## src/rtl/optical_ctrl_pkg.sv

```systemverilog
`default_nettype none
package optical_ctrl_pkg;

    // ==========================================================
    // Widths and sizes
    localparam int DATA_W = 16;
    localparam int FIFO_DEPTH = 16;
    localparam int FIFO_AW = 4;

    // ==========================================================
    // Timing
    localparam int CLK_MHZ = 20;
    // Least settle time after the reset pulse before lock is trusted again
    localparam int RELOCK_NS = 1000;
    localparam int RELOCK_CYC = (RELOCK_NS * CLK_MHZ + 999) / 1000;
    localparam logic [7:0] RELOCK_CYC_8 = 8'(RELOCK_CYC);
    localparam logic [7:0] COUNT_RESET = 8'h00;

    // ==========================================================
    // Modes
    typedef enum logic [1:0] {
        LOOP_NONE = 2'h0,
        LOOP_SYSTEM = 2'h1,
        LOOP_NETWORK = 2'h3
    } loop_mode_t;

    // Four serial rates judged against the reference clock
    typedef enum logic [1:0] {
        RATE_9G95 = 2'h0,
        RATE_10G3 = 2'h1,
        RATE_10G5 = 2'h3,
        RATE_10G75 = 2'h2
    } line_rate_t;

    typedef enum logic [1:0] {
        PWR_RUN = 2'h0,
        PWR_DOWN = 2'h1,
        PWR_RELOCK = 2'h3
    } power_state_t;

    // ==========================================================
    // Carriers
    typedef struct packed {
        logic pll_locked;
        logic cdr_locked;
        logic signal_lost;
        logic optical_power_low;
        logic fault;
    } line_status_t;

    typedef struct packed {
        logic valid;
        logic [DATA_W-1:0] data;
    } beat_t;

    localparam logic [2:0] SYNC_RESET = 3'h0;

endpackage : optical_ctrl_pkg
`default_nettype wire

```

## src/rtl/optical_module_control_status.sv

```systemverilog
`default_nettype none
module optical_module_control_status (
    input wire logic clk_i,
    input wire logic reset_i,
    input wire logic clk_en_i,
    // Host low-speed pins
    input wire logic select_n_i,
    input wire logic laser_off_request_i,
    input wire logic power_down_i,
    // Management decode: loopback command and status read strobe
    input wire logic mgmt_cmd_valid_i,
    input wire logic [1:0] mgmt_loop_mode_i,
    input wire logic mgmt_status_read_i,
    output logic mgmt_ack_o,
    output logic [4:0] mgmt_status_o,
    input wire logic [1:0] line_rate_i,
    // Analog front-end status
    input wire logic tx_pll_locked_i,
    input wire logic rx_cdr_locked_i,
    input wire logic rx_signal_detect_i,
    input wire logic rx_power_ok_i,
    // Host-side transmit stream in, host-side receive stream out
    input wire logic host_tx_valid_i,
    output logic host_tx_ready_o,
    input wire logic [15:0] host_tx_data_i,
    output logic host_rx_valid_o,
    input wire logic host_rx_ready_i,
    output logic [15:0] host_rx_data_o,
    // Line-side receive stream in, line-side transmit stream out
    input wire logic line_rx_valid_i,
    input wire logic [15:0] line_rx_data_i,
    output logic line_tx_valid_o,
    input wire logic line_tx_ready_i,
    output logic [15:0] line_tx_data_o,
    // Status pins
    output logic module_not_ready_o,
    output logic interrupt_n_o,
    output logic receive_signal_lost_o,
    output logic laser_enable_o,
    output logic module_absent_o,
    output logic pll_reset_o,
    output logic [1:0] pll_rate_o
);

    // ==========================================================
    // State
    typedef struct packed {
        logic [2:0] sel_sync;
        logic [2:0] dis_sync;
        logic [2:0] pdn_sync;
        optical_ctrl_pkg::loop_mode_t loop_mode;
        optical_ctrl_pkg::power_state_t pwr;
        logic [7:0] relock_cnt;
        optical_ctrl_pkg::line_status_t status;
        logic not_ready;
        logic irq_n;
        logic los;
        logic laser_en;
        logic absent;
        logic pll_rst;
        logic [1:0] rate;
        logic ack;
        logic [4:0] mgmt_status;
        optical_ctrl_pkg::beat_t host_rx;
        optical_ctrl_pkg::beat_t line_tx;
    } ctrl_state_t;

    ctrl_state_t state_r;
    ctrl_state_t state_nxt;

    logic fifo_in_valid;
    logic fifo_in_ready;
    logic [15:0] fifo_in_data;
    logic fifo_out_valid;
    logic fifo_out_ready;
    logic [15:0] fifo_out_data;
    logic selected;
    logic laser_off;
    logic pdn_level;
    logic pdn_fall;
    logic blank;
    logic host_rx_free;
    logic line_tx_free;

    function automatic logic beat_free(input optical_ctrl_pkg::beat_t b, input logic ready);
        beat_free = !b.valid || ready;
    endfunction : beat_free

    // Only stage 1 onward is read; stage 0 feeds stage 1 alone
    assign selected = !state_r.sel_sync[1];
    assign laser_off = state_r.dis_sync[1];
    assign pdn_level = state_r.pdn_sync[1];
    assign pdn_fall = state_r.pdn_sync[2] && !state_r.pdn_sync[1];
    assign blank = pdn_level || (state_r.pwr != optical_ctrl_pkg::PWR_RUN);
    assign host_rx_free = beat_free(state_r.host_rx, host_rx_ready_i);
    assign line_tx_free = beat_free(state_r.line_tx, line_tx_ready_i);

    // ==========================================================
    // Data path routing
    // Host transmit data goes through the FIFO; its exit lands on line or,
    // in system loopback, back toward the host. Line data in network
    // loopback bypasses the FIFO since the line source cannot be stalled.
    assign fifo_in_valid = host_tx_valid_i && !blank;
    assign fifo_in_data = host_tx_data_i;
    assign host_tx_ready_o = fifo_in_ready && !blank && clk_en_i;
    assign fifo_out_ready = clk_en_i && !blank
        && ((state_r.loop_mode == optical_ctrl_pkg::LOOP_SYSTEM) ? host_rx_free : line_tx_free);

    beat_fifo #(
        .WIDTH(optical_ctrl_pkg::DATA_W),
        .DEPTH(optical_ctrl_pkg::FIFO_DEPTH),
        .AW(optical_ctrl_pkg::FIFO_AW)
    ) u_fifo (
        .clk_i(clk_i),
        .reset_i(reset_i),
        .enable_i(clk_en_i),
        .flush_i(blank),
        .in_valid_i(fifo_in_valid),
        .in_ready_o(fifo_in_ready),
        .in_data_i(fifo_in_data),
        .out_valid_o(fifo_out_valid),
        .out_ready_i(fifo_out_ready),
        .out_data_o(fifo_out_data)
    );

    // ==========================================================
    // Next state
    always_comb begin
        state_nxt = state_r;
        state_nxt.sel_sync = {state_r.sel_sync[1:0], select_n_i};
        state_nxt.dis_sync = {state_r.dis_sync[1:0], laser_off_request_i};
        state_nxt.pdn_sync = {state_r.pdn_sync[1:0], power_down_i};

        // Management: commands and reads are only honoured while selected
        state_nxt.ack = 1'b0;
        if (selected && (mgmt_cmd_valid_i || mgmt_status_read_i)) begin
            state_nxt.ack = 1'b1;
        end
        if (selected && mgmt_cmd_valid_i) begin
            unique case (mgmt_loop_mode_i)
                2'h1: state_nxt.loop_mode = optical_ctrl_pkg::LOOP_SYSTEM;
                2'h3: state_nxt.loop_mode = optical_ctrl_pkg::LOOP_NETWORK;
                default: state_nxt.loop_mode = optical_ctrl_pkg::LOOP_NONE;
            endcase
        end

        // Power sequence
        unique case (state_r.pwr)
            optical_ctrl_pkg::PWR_RUN: begin
                if (pdn_level) begin
                    state_nxt.pwr = optical_ctrl_pkg::PWR_DOWN;
                end
            end
            optical_ctrl_pkg::PWR_DOWN: begin
                if (pdn_fall) begin
                    state_nxt.pwr = optical_ctrl_pkg::PWR_RELOCK;
                    state_nxt.relock_cnt = optical_ctrl_pkg::COUNT_RESET;
                end
            end
            optical_ctrl_pkg::PWR_RELOCK: begin
                if (pdn_level) begin
                    state_nxt.pwr = optical_ctrl_pkg::PWR_DOWN;
                end else if (state_r.relock_cnt < optical_ctrl_pkg::RELOCK_CYC_8) begin
                    state_nxt.relock_cnt = state_r.relock_cnt + 8'h01;
                end else if (tx_pll_locked_i && rx_cdr_locked_i) begin
                    state_nxt.pwr = optical_ctrl_pkg::PWR_RUN;
                end
            end
            default: state_nxt.pwr = optical_ctrl_pkg::PWR_DOWN;
        endcase
        // PLL held in reset for the single cycle of the falling edge
        state_nxt.pll_rst = pdn_fall;
        state_nxt.rate = line_rate_i;

        // Status gathering
        state_nxt.status.pll_locked = tx_pll_locked_i;
        state_nxt.status.cdr_locked = rx_cdr_locked_i;
        state_nxt.status.signal_lost = !rx_signal_detect_i;
        state_nxt.status.optical_power_low = !rx_power_ok_i;
        state_nxt.status.fault = !tx_pll_locked_i || !rx_cdr_locked_i || !rx_signal_detect_i
            || (state_nxt.pwr != optical_ctrl_pkg::PWR_RUN) || pdn_level;
        state_nxt.not_ready = state_nxt.status.fault;
        state_nxt.irq_n = !(state_nxt.status.fault || !rx_power_ok_i);
        state_nxt.los = !rx_power_ok_i;
        state_nxt.laser_en = !laser_off && !pdn_level;
        state_nxt.absent = 1'b0;
        if (selected && mgmt_status_read_i) begin
            state_nxt.mgmt_status = state_r.status;
        end

        // Output stages
        if (host_rx_free) begin
            state_nxt.host_rx.valid = 1'b0;
        end
        if (line_tx_free) begin
            state_nxt.line_tx.valid = 1'b0;
        end
        if (fifo_out_valid && fifo_out_ready) begin
            if (state_r.loop_mode == optical_ctrl_pkg::LOOP_SYSTEM) begin
                state_nxt.host_rx = '{valid: 1'b1, data: fifo_out_data};
            end else begin
                state_nxt.line_tx = '{valid: 1'b1, data: fifo_out_data};
            end
        end
        if (line_rx_valid_i && !blank) begin
            if (state_r.loop_mode == optical_ctrl_pkg::LOOP_NETWORK) begin
                // Line beats have no stall; a busy stage drops the beat
                if (line_tx_free && !(fifo_out_valid && fifo_out_ready)) begin
                    state_nxt.line_tx = '{valid: 1'b1, data: line_rx_data_i};
                end
            end else if (state_r.loop_mode == optical_ctrl_pkg::LOOP_NONE && host_rx_free) begin
                state_nxt.host_rx = '{valid: 1'b1, data: line_rx_data_i};
            end
        end
        if (blank) begin
            state_nxt.host_rx.valid = 1'b0;
            state_nxt.line_tx.valid = 1'b0;
        end
    end

    // ==========================================================
    // Registers
    always_ff @(posedge clk_i) begin
        if (reset_i) begin
            state_r <= '0;
            // Synchronisers start idle: deselected, so no false select follows reset
            state_r.sel_sync <= ~optical_ctrl_pkg::SYNC_RESET;
            state_r.dis_sync <= optical_ctrl_pkg::SYNC_RESET;
            state_r.pdn_sync <= optical_ctrl_pkg::SYNC_RESET;
            state_r.pwr <= optical_ctrl_pkg::PWR_RELOCK;
            state_r.relock_cnt <= optical_ctrl_pkg::COUNT_RESET;
            state_r.not_ready <= 1'b1;
            state_r.irq_n <= 1'b1;
        end else if (clk_en_i) begin
            state_r <= state_nxt;
        end
    end

    assign mgmt_ack_o = state_r.ack;
    assign mgmt_status_o = state_r.mgmt_status;
    assign module_not_ready_o = state_r.not_ready;
    assign interrupt_n_o = state_r.irq_n;
    assign receive_signal_lost_o = state_r.los;
    assign laser_enable_o = state_r.laser_en;
    assign module_absent_o = state_r.absent;
    assign pll_reset_o = state_r.pll_rst;
    assign pll_rate_o = state_r.rate;
    assign host_rx_valid_o = state_r.host_rx.valid;
    assign host_rx_data_o = state_r.host_rx.data;
    assign line_tx_valid_o = state_r.line_tx.valid;
    assign line_tx_data_o = state_r.line_tx.data;

endmodule : optical_module_control_status
`default_nettype wire

```

## src/rtl/beat_fifo.sv

```systemverilog
`default_nettype none
module beat_fifo #(
    parameter int WIDTH = 16,
    parameter int DEPTH = 16,
    parameter int AW = 4
) (
    input wire logic clk_i,
    input wire logic reset_i,
    input wire logic enable_i,
    input wire logic flush_i,
    input wire logic in_valid_i,
    output logic in_ready_o,
    input wire logic [WIDTH-1:0] in_data_i,
    output logic out_valid_o,
    input wire logic out_ready_i,
    output logic [WIDTH-1:0] out_data_o
);

    typedef struct packed {
        logic [DEPTH-1:0][WIDTH-1:0] mem;
        logic [AW-1:0] wr_ptr;
        logic [AW-1:0] rd_ptr;
        logic [AW:0] count;
    } fifo_state_t;

    fifo_state_t state_r;
    fifo_state_t state_nxt;
    logic push;
    logic pop;

    assign in_ready_o = (state_r.count != (AW+1)'(DEPTH));
    assign out_valid_o = (state_r.count != '0);
    assign out_data_o = state_r.mem[state_r.rd_ptr];
    assign push = in_valid_i && in_ready_o;
    assign pop = out_valid_o && out_ready_i;

    always_comb begin
        state_nxt = state_r;
        if (push) begin
            state_nxt.mem[state_r.wr_ptr] = in_data_i;
            state_nxt.wr_ptr = state_r.wr_ptr + AW'(1);
        end
        if (pop) begin
            state_nxt.rd_ptr = state_r.rd_ptr + AW'(1);
        end
        state_nxt.count = state_r.count + (AW+1)'(push) - (AW+1)'(pop);
        // Flush drops everything, used when power-down blanks the path
        if (flush_i) begin
            state_nxt.wr_ptr = '0;
            state_nxt.rd_ptr = '0;
            state_nxt.count = '0;
        end
    end

    always_ff @(posedge clk_i) begin
        if (reset_i) begin
            state_r <= '0;
        end else if (enable_i) begin
            state_r <= state_nxt;
        end
    end

endmodule : beat_fifo
`default_nettype wire

```

## config.mk

```make
export PLATFORM = sky130hd
export DESIGN_NAME = optical_module_control_status
export DESIGN_NICKNAME = d
export VERILOG_FILES = /design/src/rtl/optical_ctrl_pkg.sv /design/src/rtl/optical_module_control_status.sv /design/src/rtl/beat_fifo.sv
export SDC_FILE = /design/constraint.sdc
export NUM_CORES = 1
export LEC_CHECK = 0
export BUFFER_PORTS_ARGS = -buffer_cell sky130_fd_sc_hd__buf_2
export CORE_UTILIZATION = 41
export CTS_CLUSTER_DIAMETER = 30
export DETAILED_ROUTE_END_ITERATION = 8
export PLACE_DENSITY_LB_ADDON = 0.12
export SETUP_SLACK_MARGIN = 0.5
export SKIP_CTS_REPAIR_TIMING = 1
export SLEW_MARGIN = 20
export SYNTH_ARGS = -nofsm -noshare
export SYNTH_HDL_FRONTEND = slang
export SYNTH_HIERARCHICAL = 1
export SYNTH_SLANG_ARGS = --single-unit
export TNS_END_PERCENT = 100
```

## constraint.sdc

```tcl
create_clock -name clk_i -period 6.9 [get_ports clk_i]
set_input_delay 0.345 -clock clk_i [delete_from_list [all_inputs] [get_ports clk_i]]
set_output_delay 0.345 -clock clk_i [all_outputs]
set_load 0.05 [all_outputs]
```

==> results.sh, run 1 <==
export IMPL_status="completed"
export IMPL_peakVddDrop_mv=0.227
export IMPL_async_flop_share_pct=0
export IMPL_cp_start_kind="register"
export IMPL_htreeDepth=3
export IMPL_period_minus_slack_ns=3.53
export IMPL_via_per_inst=5.49
export IMPL_clock_tree_buffer_depth=3
export IMPL_n_fill_cell=3254
export IMPL_design_die_area_sq_mm=0.0366
export IMPL_initial_utilization_pct=42.1
export IMPL_drc=0
export IMPL_rsz0062_at_grt="no"
export IMPL_layout_commonest_cell="dfxtp_1"
export IMPL_holdWs_ns=0.0173
export IMPL_grt_pass1_vias=11300
export IMPL_cts_made_buffers=82
export IMPL_postSynthAreaPerCell_sq_um=9.11
export IMPL_worstPathArrival_ns=4.00
export IMPL_worstMarginPinSlew_ns=1.00
export IMPL_grt_pass1_wl_microns=62600
export IMPL_synth_seq_cells=339
export IMPL_root_buffer="clkbuf_16"
export IMPL_critPathMaxFanout=15
export IMPL_max_freq_ghz=0.283
export IMPL_timing_final_ws_setup_ns=3.37
export IMPL_ys_types=64
export IMPL_synth_edf_count=0
export IMPL_syn_inst=1614
export IMPL_pre_cts_slack_ns=3.32
export IMPL_firstDrtPassIters=5
export IMPL_layout_common_cells="dfxtp_1, nand3_1, o21ai_0, nand2_1, buf_2"
export IMPL_seq_area_sq_mm=0.00679
export IMPL_setup_tns_ns=0
export IMPL_vias=11800
export IMPL_ioPinCount=101
export IMPL_cts_sinks=339
export IMPL_drtIter0Drc=919
export IMPL_ys_seq_area_share_pct=46.2
export IMPL_dpl_hpwl_microns=24000
export IMPL_overflow=0
export IMPL_detail_route_antenna_nets=0
export IMPL_cp_required_ns=7.37
export IMPL_finalClockSkew_ns=0.0242
export IMPL_p_leak_nw=6.52
export IMPL_worst_r2r_path_depth=11
export IMPL_hold_viol_final=0
export IMPL_grt_total_usage_pct=21.8
export IMPL_slew_headroom_pct=33.1
export IMPL_insertion_delay_ns=0.60
export IMPL_antenna_found_initial=1
export IMPL_path_clk_slew_ns=0.04
export IMPL_coreArea_sq_mm=0.0349
export IMPL_multi_input_area_sq_mm=0.00667
export IMPL_power_density_mw_per_mm2=339
export IMPL_place_port_buffers=99
export IMPL_die_x_microns=191
export IMPL_rows=68
export IMPL_fin_nets=1694
export IMPL_wl_microns=39900
export IMPL_cts_tree="yes"
export IMPL_dpl_cell_count=1997
export IMPL_setup_viol=0
export IMPL_setup_worst_path_class="register to register"
export IMPL_max_cap_viol_count=0
export IMPL_drv_slew=0
export IMPL_post_route_period_util_pct=51.1
export IMPL_end_kind="register"
export IMPL_ys_dominant_reg_cell="dfxtp_1"
export IMPL_hp_class="primary input to register"
export IMPL_layout_drive_gt1_share_pct=20.1
export IMPL_syn_num_nets=1679
export IMPL_synth_area_sq_mm=0.0147
export IMPL_dieHeight_microns=191
export IMPL_wire_per_inst_microns=18.5
export IMPL_final_cell_count_no_fill=2155
export IMPL_yosys_warnings=6
export IMPL_holdPathStages=3
export IMPL_grt_max_degree=117
export IMPL_synthToLayoutAreaGrowth_pct=21.2
export IMPL_place_gp_congestion=0.808
==> metrics by stage <==
| stage | total power, mW | cell area, sq um | utilization (%) |
|---|---|---|---|
| finish | 6.04 | 17800 | 51.1 |
| global route | 6.24 | 17800 | 51.1 |
| CTS | 6.10 | 17800 | 51.0 |
| detailed placement | 2.14 | 14900 | 42.6 |
| global placement | 2.14 | 14900 | 42.6 |
| floorplan | 2.09 | 14700 | - |
==> sequential cells by signal (all words and copies together), names as in the netlist, 2 cells and up <==
| register | flops |
|---|---|
| state_nxt | 4 |
| u_fifo/state_r | 269 |
| state_r | 17 |
| host_rx_data_o | 16 |
| pll_rate_o | 2 |
| line_tx_data_o | 16 |
| mgmt_status_o | 5 |
==> where the power goes <==
part           internal [mW]  switching (mW)
logic                 0.0305          0.0934
clock network           2.73            1.21
registers               1.97         0.00593
==> synthesized netlist by cell type (3+ instances only) <==
cell / number / share of area (%)
buf_4: 56 / 2.9
nand2b_1: 21 / 0.89
and3_1: 5 / 0.21
a22oi_2: 3 / 0.26
buf_1: 17 / 0.43
buf_12: 3 / 0.41
buf_2: 42 / 1.4
a222oi_1: 16 / 1.1
nand3_1: 221 / 7.5
o21ai_0: 189 / 6.4
nand4_1: 4 / 0.17
dfxtp_1: 339 / 46
a21oi_1: 94 / 3.2
buf_6: 5 / 0.38
nand3b_1: 5 / 0.26
clkbuf_1: 66 / 1.7
o31ai_1: 3 / 0.15
nor2_1: 48 / 1.2
mux4_2: 64 / 9.8
nand2_1: 180 / 4.6
o21ai_1: 15 / 0.51
a21o_1: 4 / 0.20
a31oi_1: 7 / 0.30
o22ai_1: 16 / 0.68
and2_1: 6 / 0.26
o21a_1: 3 / 0.15
mux2i_1: 12 / 0.82
ha_1: 12 / 1.0
inv_1: 47 / 1.2
or3_1: 3 / 0.13
nor2b_1: 10 / 0.43
and4_1: 7 / 0.42
nor3_1: 23 / 0.78
a22oi_1: 32 / 1.6
==> critical path, stage by stage (launching register included) <==
cell and delay (ns):
dfxtp_1 0.39, or3_1 0.65, nor2_1 0.52, nand2_1 0.14
ha_1 0.31, inv_1 0.04, ha_1 0.19, fa_1 0.41
nand3b_1 0.12, a31oi_1 0.11, or2_2 0.30, a32o_1 0.25
==> logic make-up after synthesis <==
| group | synth area share [%] |
|---|---|
| xor+xnor | 0.0596 |
| compound gates | 15.4 |
| flops | 46.2 |
| fa+ha+maj | 1.16 |
| mux | 10.6 |
| other cells | 0.0255 |
| simple gates | 18.1 |
| buf+inv | 8.49 |
==> worst paths after layout <==
check / startpoint / end / slack [ns]
worst max-delay path: state_r[61]$_SDFFE_PP1P_ / u_fifo/state_r[4]$_SDFFE_PP0P_ / 3.37
worst min-delay path: line_rate_i[1] / pll_rate_o[1]$_SDFFE_PP0P_ / 0.02
worst max register to register: state_r[61]$_SDFFE_PP1P_ / u_fifo/state_r[4]$_SDFFE_PP0P_ / 3.37
worst min register to register: mgmt_status_o[1]$_SDFFE_PP0P_ / mgmt_status_o[1]$_SDFFE_PP0P_ / 0.45
==> cell type report <==
| cell class | instances | area share [%] |
|---|---|---|
| timing repair buffer | 121 | 3.77 |
| multi-input combinational | 1036 | 37.5 |
| tap | 455 | 3.20 |
| clock buffer | 108 | 12.9 |
| antenna | 1 | 0.0141 |
| inverter | 49 | 1.06 |
| clock inverter | 46 | 3.43 |
| sequential | 339 | 38.1 |
==> per-layer routing <==
metal	vias up	GRT usage [%]	part of all wire, %
met5	-	0	0
met4	0	7.08	1.6
met3	48	4.22	5.1
met2	316	34.5	45
met1	5666	29.9	48
li1	5811	-	-
Note: power is estimated with default switching activity, not from simulation.
==> run 2: changes to the inputs <==
ABC_AREA = 1   (was unset)
clock period = 2.85 ns   (was 6.9 ns; I/O delays follow)
==> run 2 against run 1 <==
The run now ends with hold timing left. Die area up 24%. Setup slack worse by 2.8 ns. Register-to-register slack worse by 2.8 ns. First-iteration DRC count up 57%. Routed wire length up 37%. Maximum frequency up 56%. Global-route usage up 2.2 points. Clock power up 150%. Combinational power rose to 4.0 times the previous value. Hold slack worse by 0.047 ns. Critical path type unchanged. Critical endpoint unchanged. Highest routed layer unchanged.
==> results.sh, run 2 <==
export IMPL_place_port_buffers=99
export IMPL_yosys_warnings=6
export IMPL_end_kind="register"
export IMPL_max_freq_ghz=0.443
export IMPL_grt_pass1_vias=16200
export IMPL_wl_microns=54800
export IMPL_drtIter0Drc=1443
export IMPL_grt_pass1_wl_microns=85500
export IMPL_synthMostInstantiatedCell="nand2_1"
export IMPL_clock_tree_buffer_depth=3
export IMPL_ys_dominant_reg_cell="dfxtp_1"
export IMPL_dieHeight_microns=213
export IMPL_layout_drive_gt1_share_pct=11.7
export IMPL_reg_largest_list="u_fifo/state_r: 269 flops, state_r: 17 flops"
export IMPL_post_route_period_util_pct=79.2
export IMPL_period_minus_slack_ns=2.26
export IMPL_worstMarginPinSlew_ns=0.822
export IMPL_overflow=0
export IMPL_synth_area_leader_cell="dfxtp_1"
export IMPL_antenna_cells=0
export IMPL_root_buffer="clkbuf_16"
export IMPL_rr_endpoint="u_fifo/state_r[4]$_SDFFE_PP0P_"
export IMPL_r2r_setup_slack_ns=0.59
export IMPL_postSynthAreaPerCell_sq_um=6.16
export IMPL_startpoint="pdn_level$_SDFFE_PP0P_"
export IMPL_top_register="u_fifo/state_r"
export IMPL_design_die_area_sq_mm=0.0454
export IMPL_slew_headroom_pct=45.2
export IMPL_ioPinCount=101
export IMPL_initial_utilization_pct=42.0
export IMPL_hp_class="primary input to register"
export IMPL_setup_viol=0
export IMPL_rows=76
export IMPL_ys_seq_area_share_pct=37.2
export IMPL_dpl_hpwl_microns=31200
export IMPL_syn_num_nets=3026
export IMPL_antenna_found_initial=0
export IMPL_cp_required_ns=3.38
export IMPL_async_flop_share_pct=0
export IMPL_die_x_microns=213
export IMPL_fin_nets=3053
export IMPL_firstDrtPassIters=5
export IMPL_holdPathStages=3
export IMPL_hold_path_startpoint="host_tx_data_i[7]"
export IMPL_cp_start_kind="register"
export IMPL_synth_seq_cells=339
export IMPL_drv_slew=0
export IMPL_p_leak_nw=11.1
export IMPL_setup_tns_ns=0
export IMPL_synth_commonest_cells="nand2_1, nor2_1, inv_1"
export IMPL_cts_tree="yes"
export IMPL_worstPathArrival_ns=2.79
export IMPL_rsz0062_at_grt="yes"
export IMPL_dpl_cell_count=3438
export IMPL_syn_inst=2961
export IMPL_coreArea_sq_mm=0.0435
export IMPL_wire_per_inst_microns=15.0
export IMPL_largest_reg_flops=269
export IMPL_insertion_delay_ns=0.61
export IMPL_violations="hold timing"
export IMPL_critPathMaxFanout=7
export IMPL_synthToLayoutAreaGrowth_pct=21.4
export IMPL_reg2reg_from="pdn_level$_SDFFE_PP0P_"
export IMPL_via_per_inst=4.87
export IMPL_grt_max_degree=94
export IMPL_layout_common_cells="nand2_1, nor2_1, inv_1, dfxtp_1, nand3_1"
export IMPL_final_cell_count_no_fill=3645
export IMPL_htreeDepth=3
export IMPL_peakVddDrop_mv=0.433
export IMPL_power_density_mw_per_mm2=682
export IMPL_ys_types=31
export IMPL_drc=0
export IMPL_finalClockSkew_ns=0.0158
export IMPL_path_clk_slew_ns=0.04
export IMPL_detail_route_antenna_nets=0
export IMPL_synth_area_top_cells="dfxtp_1, nand2_1, nor2_1"
export IMPL_grt_total_usage_pct=24.0
export IMPL_status="finished with violations"
export IMPL_synth_area_sq_mm=0.0183
export IMPL_synth_top_area_share_pct=37.2
export IMPL_min_to="u_fifo/state_r[244]$_SDFFE_PP0P_"
export IMPL_worst_r2r_path_depth=17
export IMPL_hold_viol_final=60
export IMPL_setup_worst_path_class="register to register"
export IMPL_synth_edf_count=0
export IMPL_max_cap_viol_count=0
export IMPL_timing_final_ws_setup_ns=0.592
export IMPL_vias=17800
export IMPL_cts_sinks=339
export IMPL_layout_commonest_cell="nand2_1"
export IMPL_holdWs_ns=-0.0299
export IMPL_pre_cts_slack_ns=0.444
export IMPL_cts_made_buffers=90
export IMPL_design_area_sq_mm=0.0222
export IMPL_place_gp_congestion=0.810
export IMPL_place_area_sq_mm=0.0186
-- run 2: metal layers --
metal | GRT usage (%) | share of wire [%] | vias up
met5 | 0 | 0 | -
met4 | 8.63 | 2.3 | 0
met3 | 3.90 | 5.8 | 73
met2 | 39.7 | 46 | 452
met1 | 31.4 | 46 | 8126
li1 | - | - | 9115
-- run 2: critical path: stages, from the launching register on --
cell	delay, ns
dfxtp_1	0.32
inv_2	0.07
nand2_1	0.15
nor2_4	0.04
and2_4	0.16
nand2_2	0.07
inv_2	0.05
ha_4	0.25
inv_2	0.04
ha_4	0.15
fa_2	0.36
nand2_2	0.08
nand2_1	0.05
nand2_1	0.07
nand2_1	0.05
nand2_1	0.07
nand3_2	0.07
a21oi_2	0.14
-- run 2: worst max-delay path by stage --
stage	endpoint	slack [ns]	cells after the start
CTS	host_tx_ready_o	0.39	6
global placement	u_fifo/state_r[4]$_SDFFE_PP0P_	0.48	18
floorplan	u_fifo/state_r[4]$_SDFFE_PP0P_	0.49	18
detailed placement	u_fifo/state_r[4]$_SDFFE_PP0P_	0.44	18
global route	u_fifo/state_r[4]$_SDFFE_PP0P_	0.46	16
finish	u_fifo/state_r[4]$_SDFFE_PP0P_	0.59	17
-- run 2: per-stage QoR --
step	util (%)	hold slack, ns	power (mW)
6_report	51.0	-0.0299	15.1
5_1_grt	51.0	0.000145	15.6
4_1_cts	49.8	-0.288	15.2
3_5_place_dp	42.9	0.347	5.35
3_3_place_gp	42.9	0.345	5.34
2_1_floorplan	-	0.237	5.20
-- run 2: cell type report --
cell class,instances,area [sq um]
Fill cell,4335,21300
Multi-Input combinational cell,2026,8960
Sequential cell,339,6810
Clock buffer,130,2670
Timing Repair Buffer,185,1350
Inverter,346,1310
Tap cell,585,732
Clock inverter,34,333
-- run 2: cells by family after synthesis --
kind of cell | after synthesis | synth area share (%)
buffers and inverters | 597 | 14.4
XOR/XNOR | 2 | 0.0960
AO/OA/AOI/OAI | 267 | 8.35
other | 1 | 0.0205
flip-flops | 339 | 37.2
AND/OR/NAND/NOR | 1742 | 39.0
adder cells (fa/ha/maj) | 13 | 0.932
-- run 2: report_power, final --
part / switching, mW / internal [mW] / total, mW
clock: 3.03 / 6.77 / 9.81
sequential: 0.0188 / 4.79 / 4.81
combinational: 0.366 / 0.131 / 0.497
total: 3.42 / 11.7 / 15.1
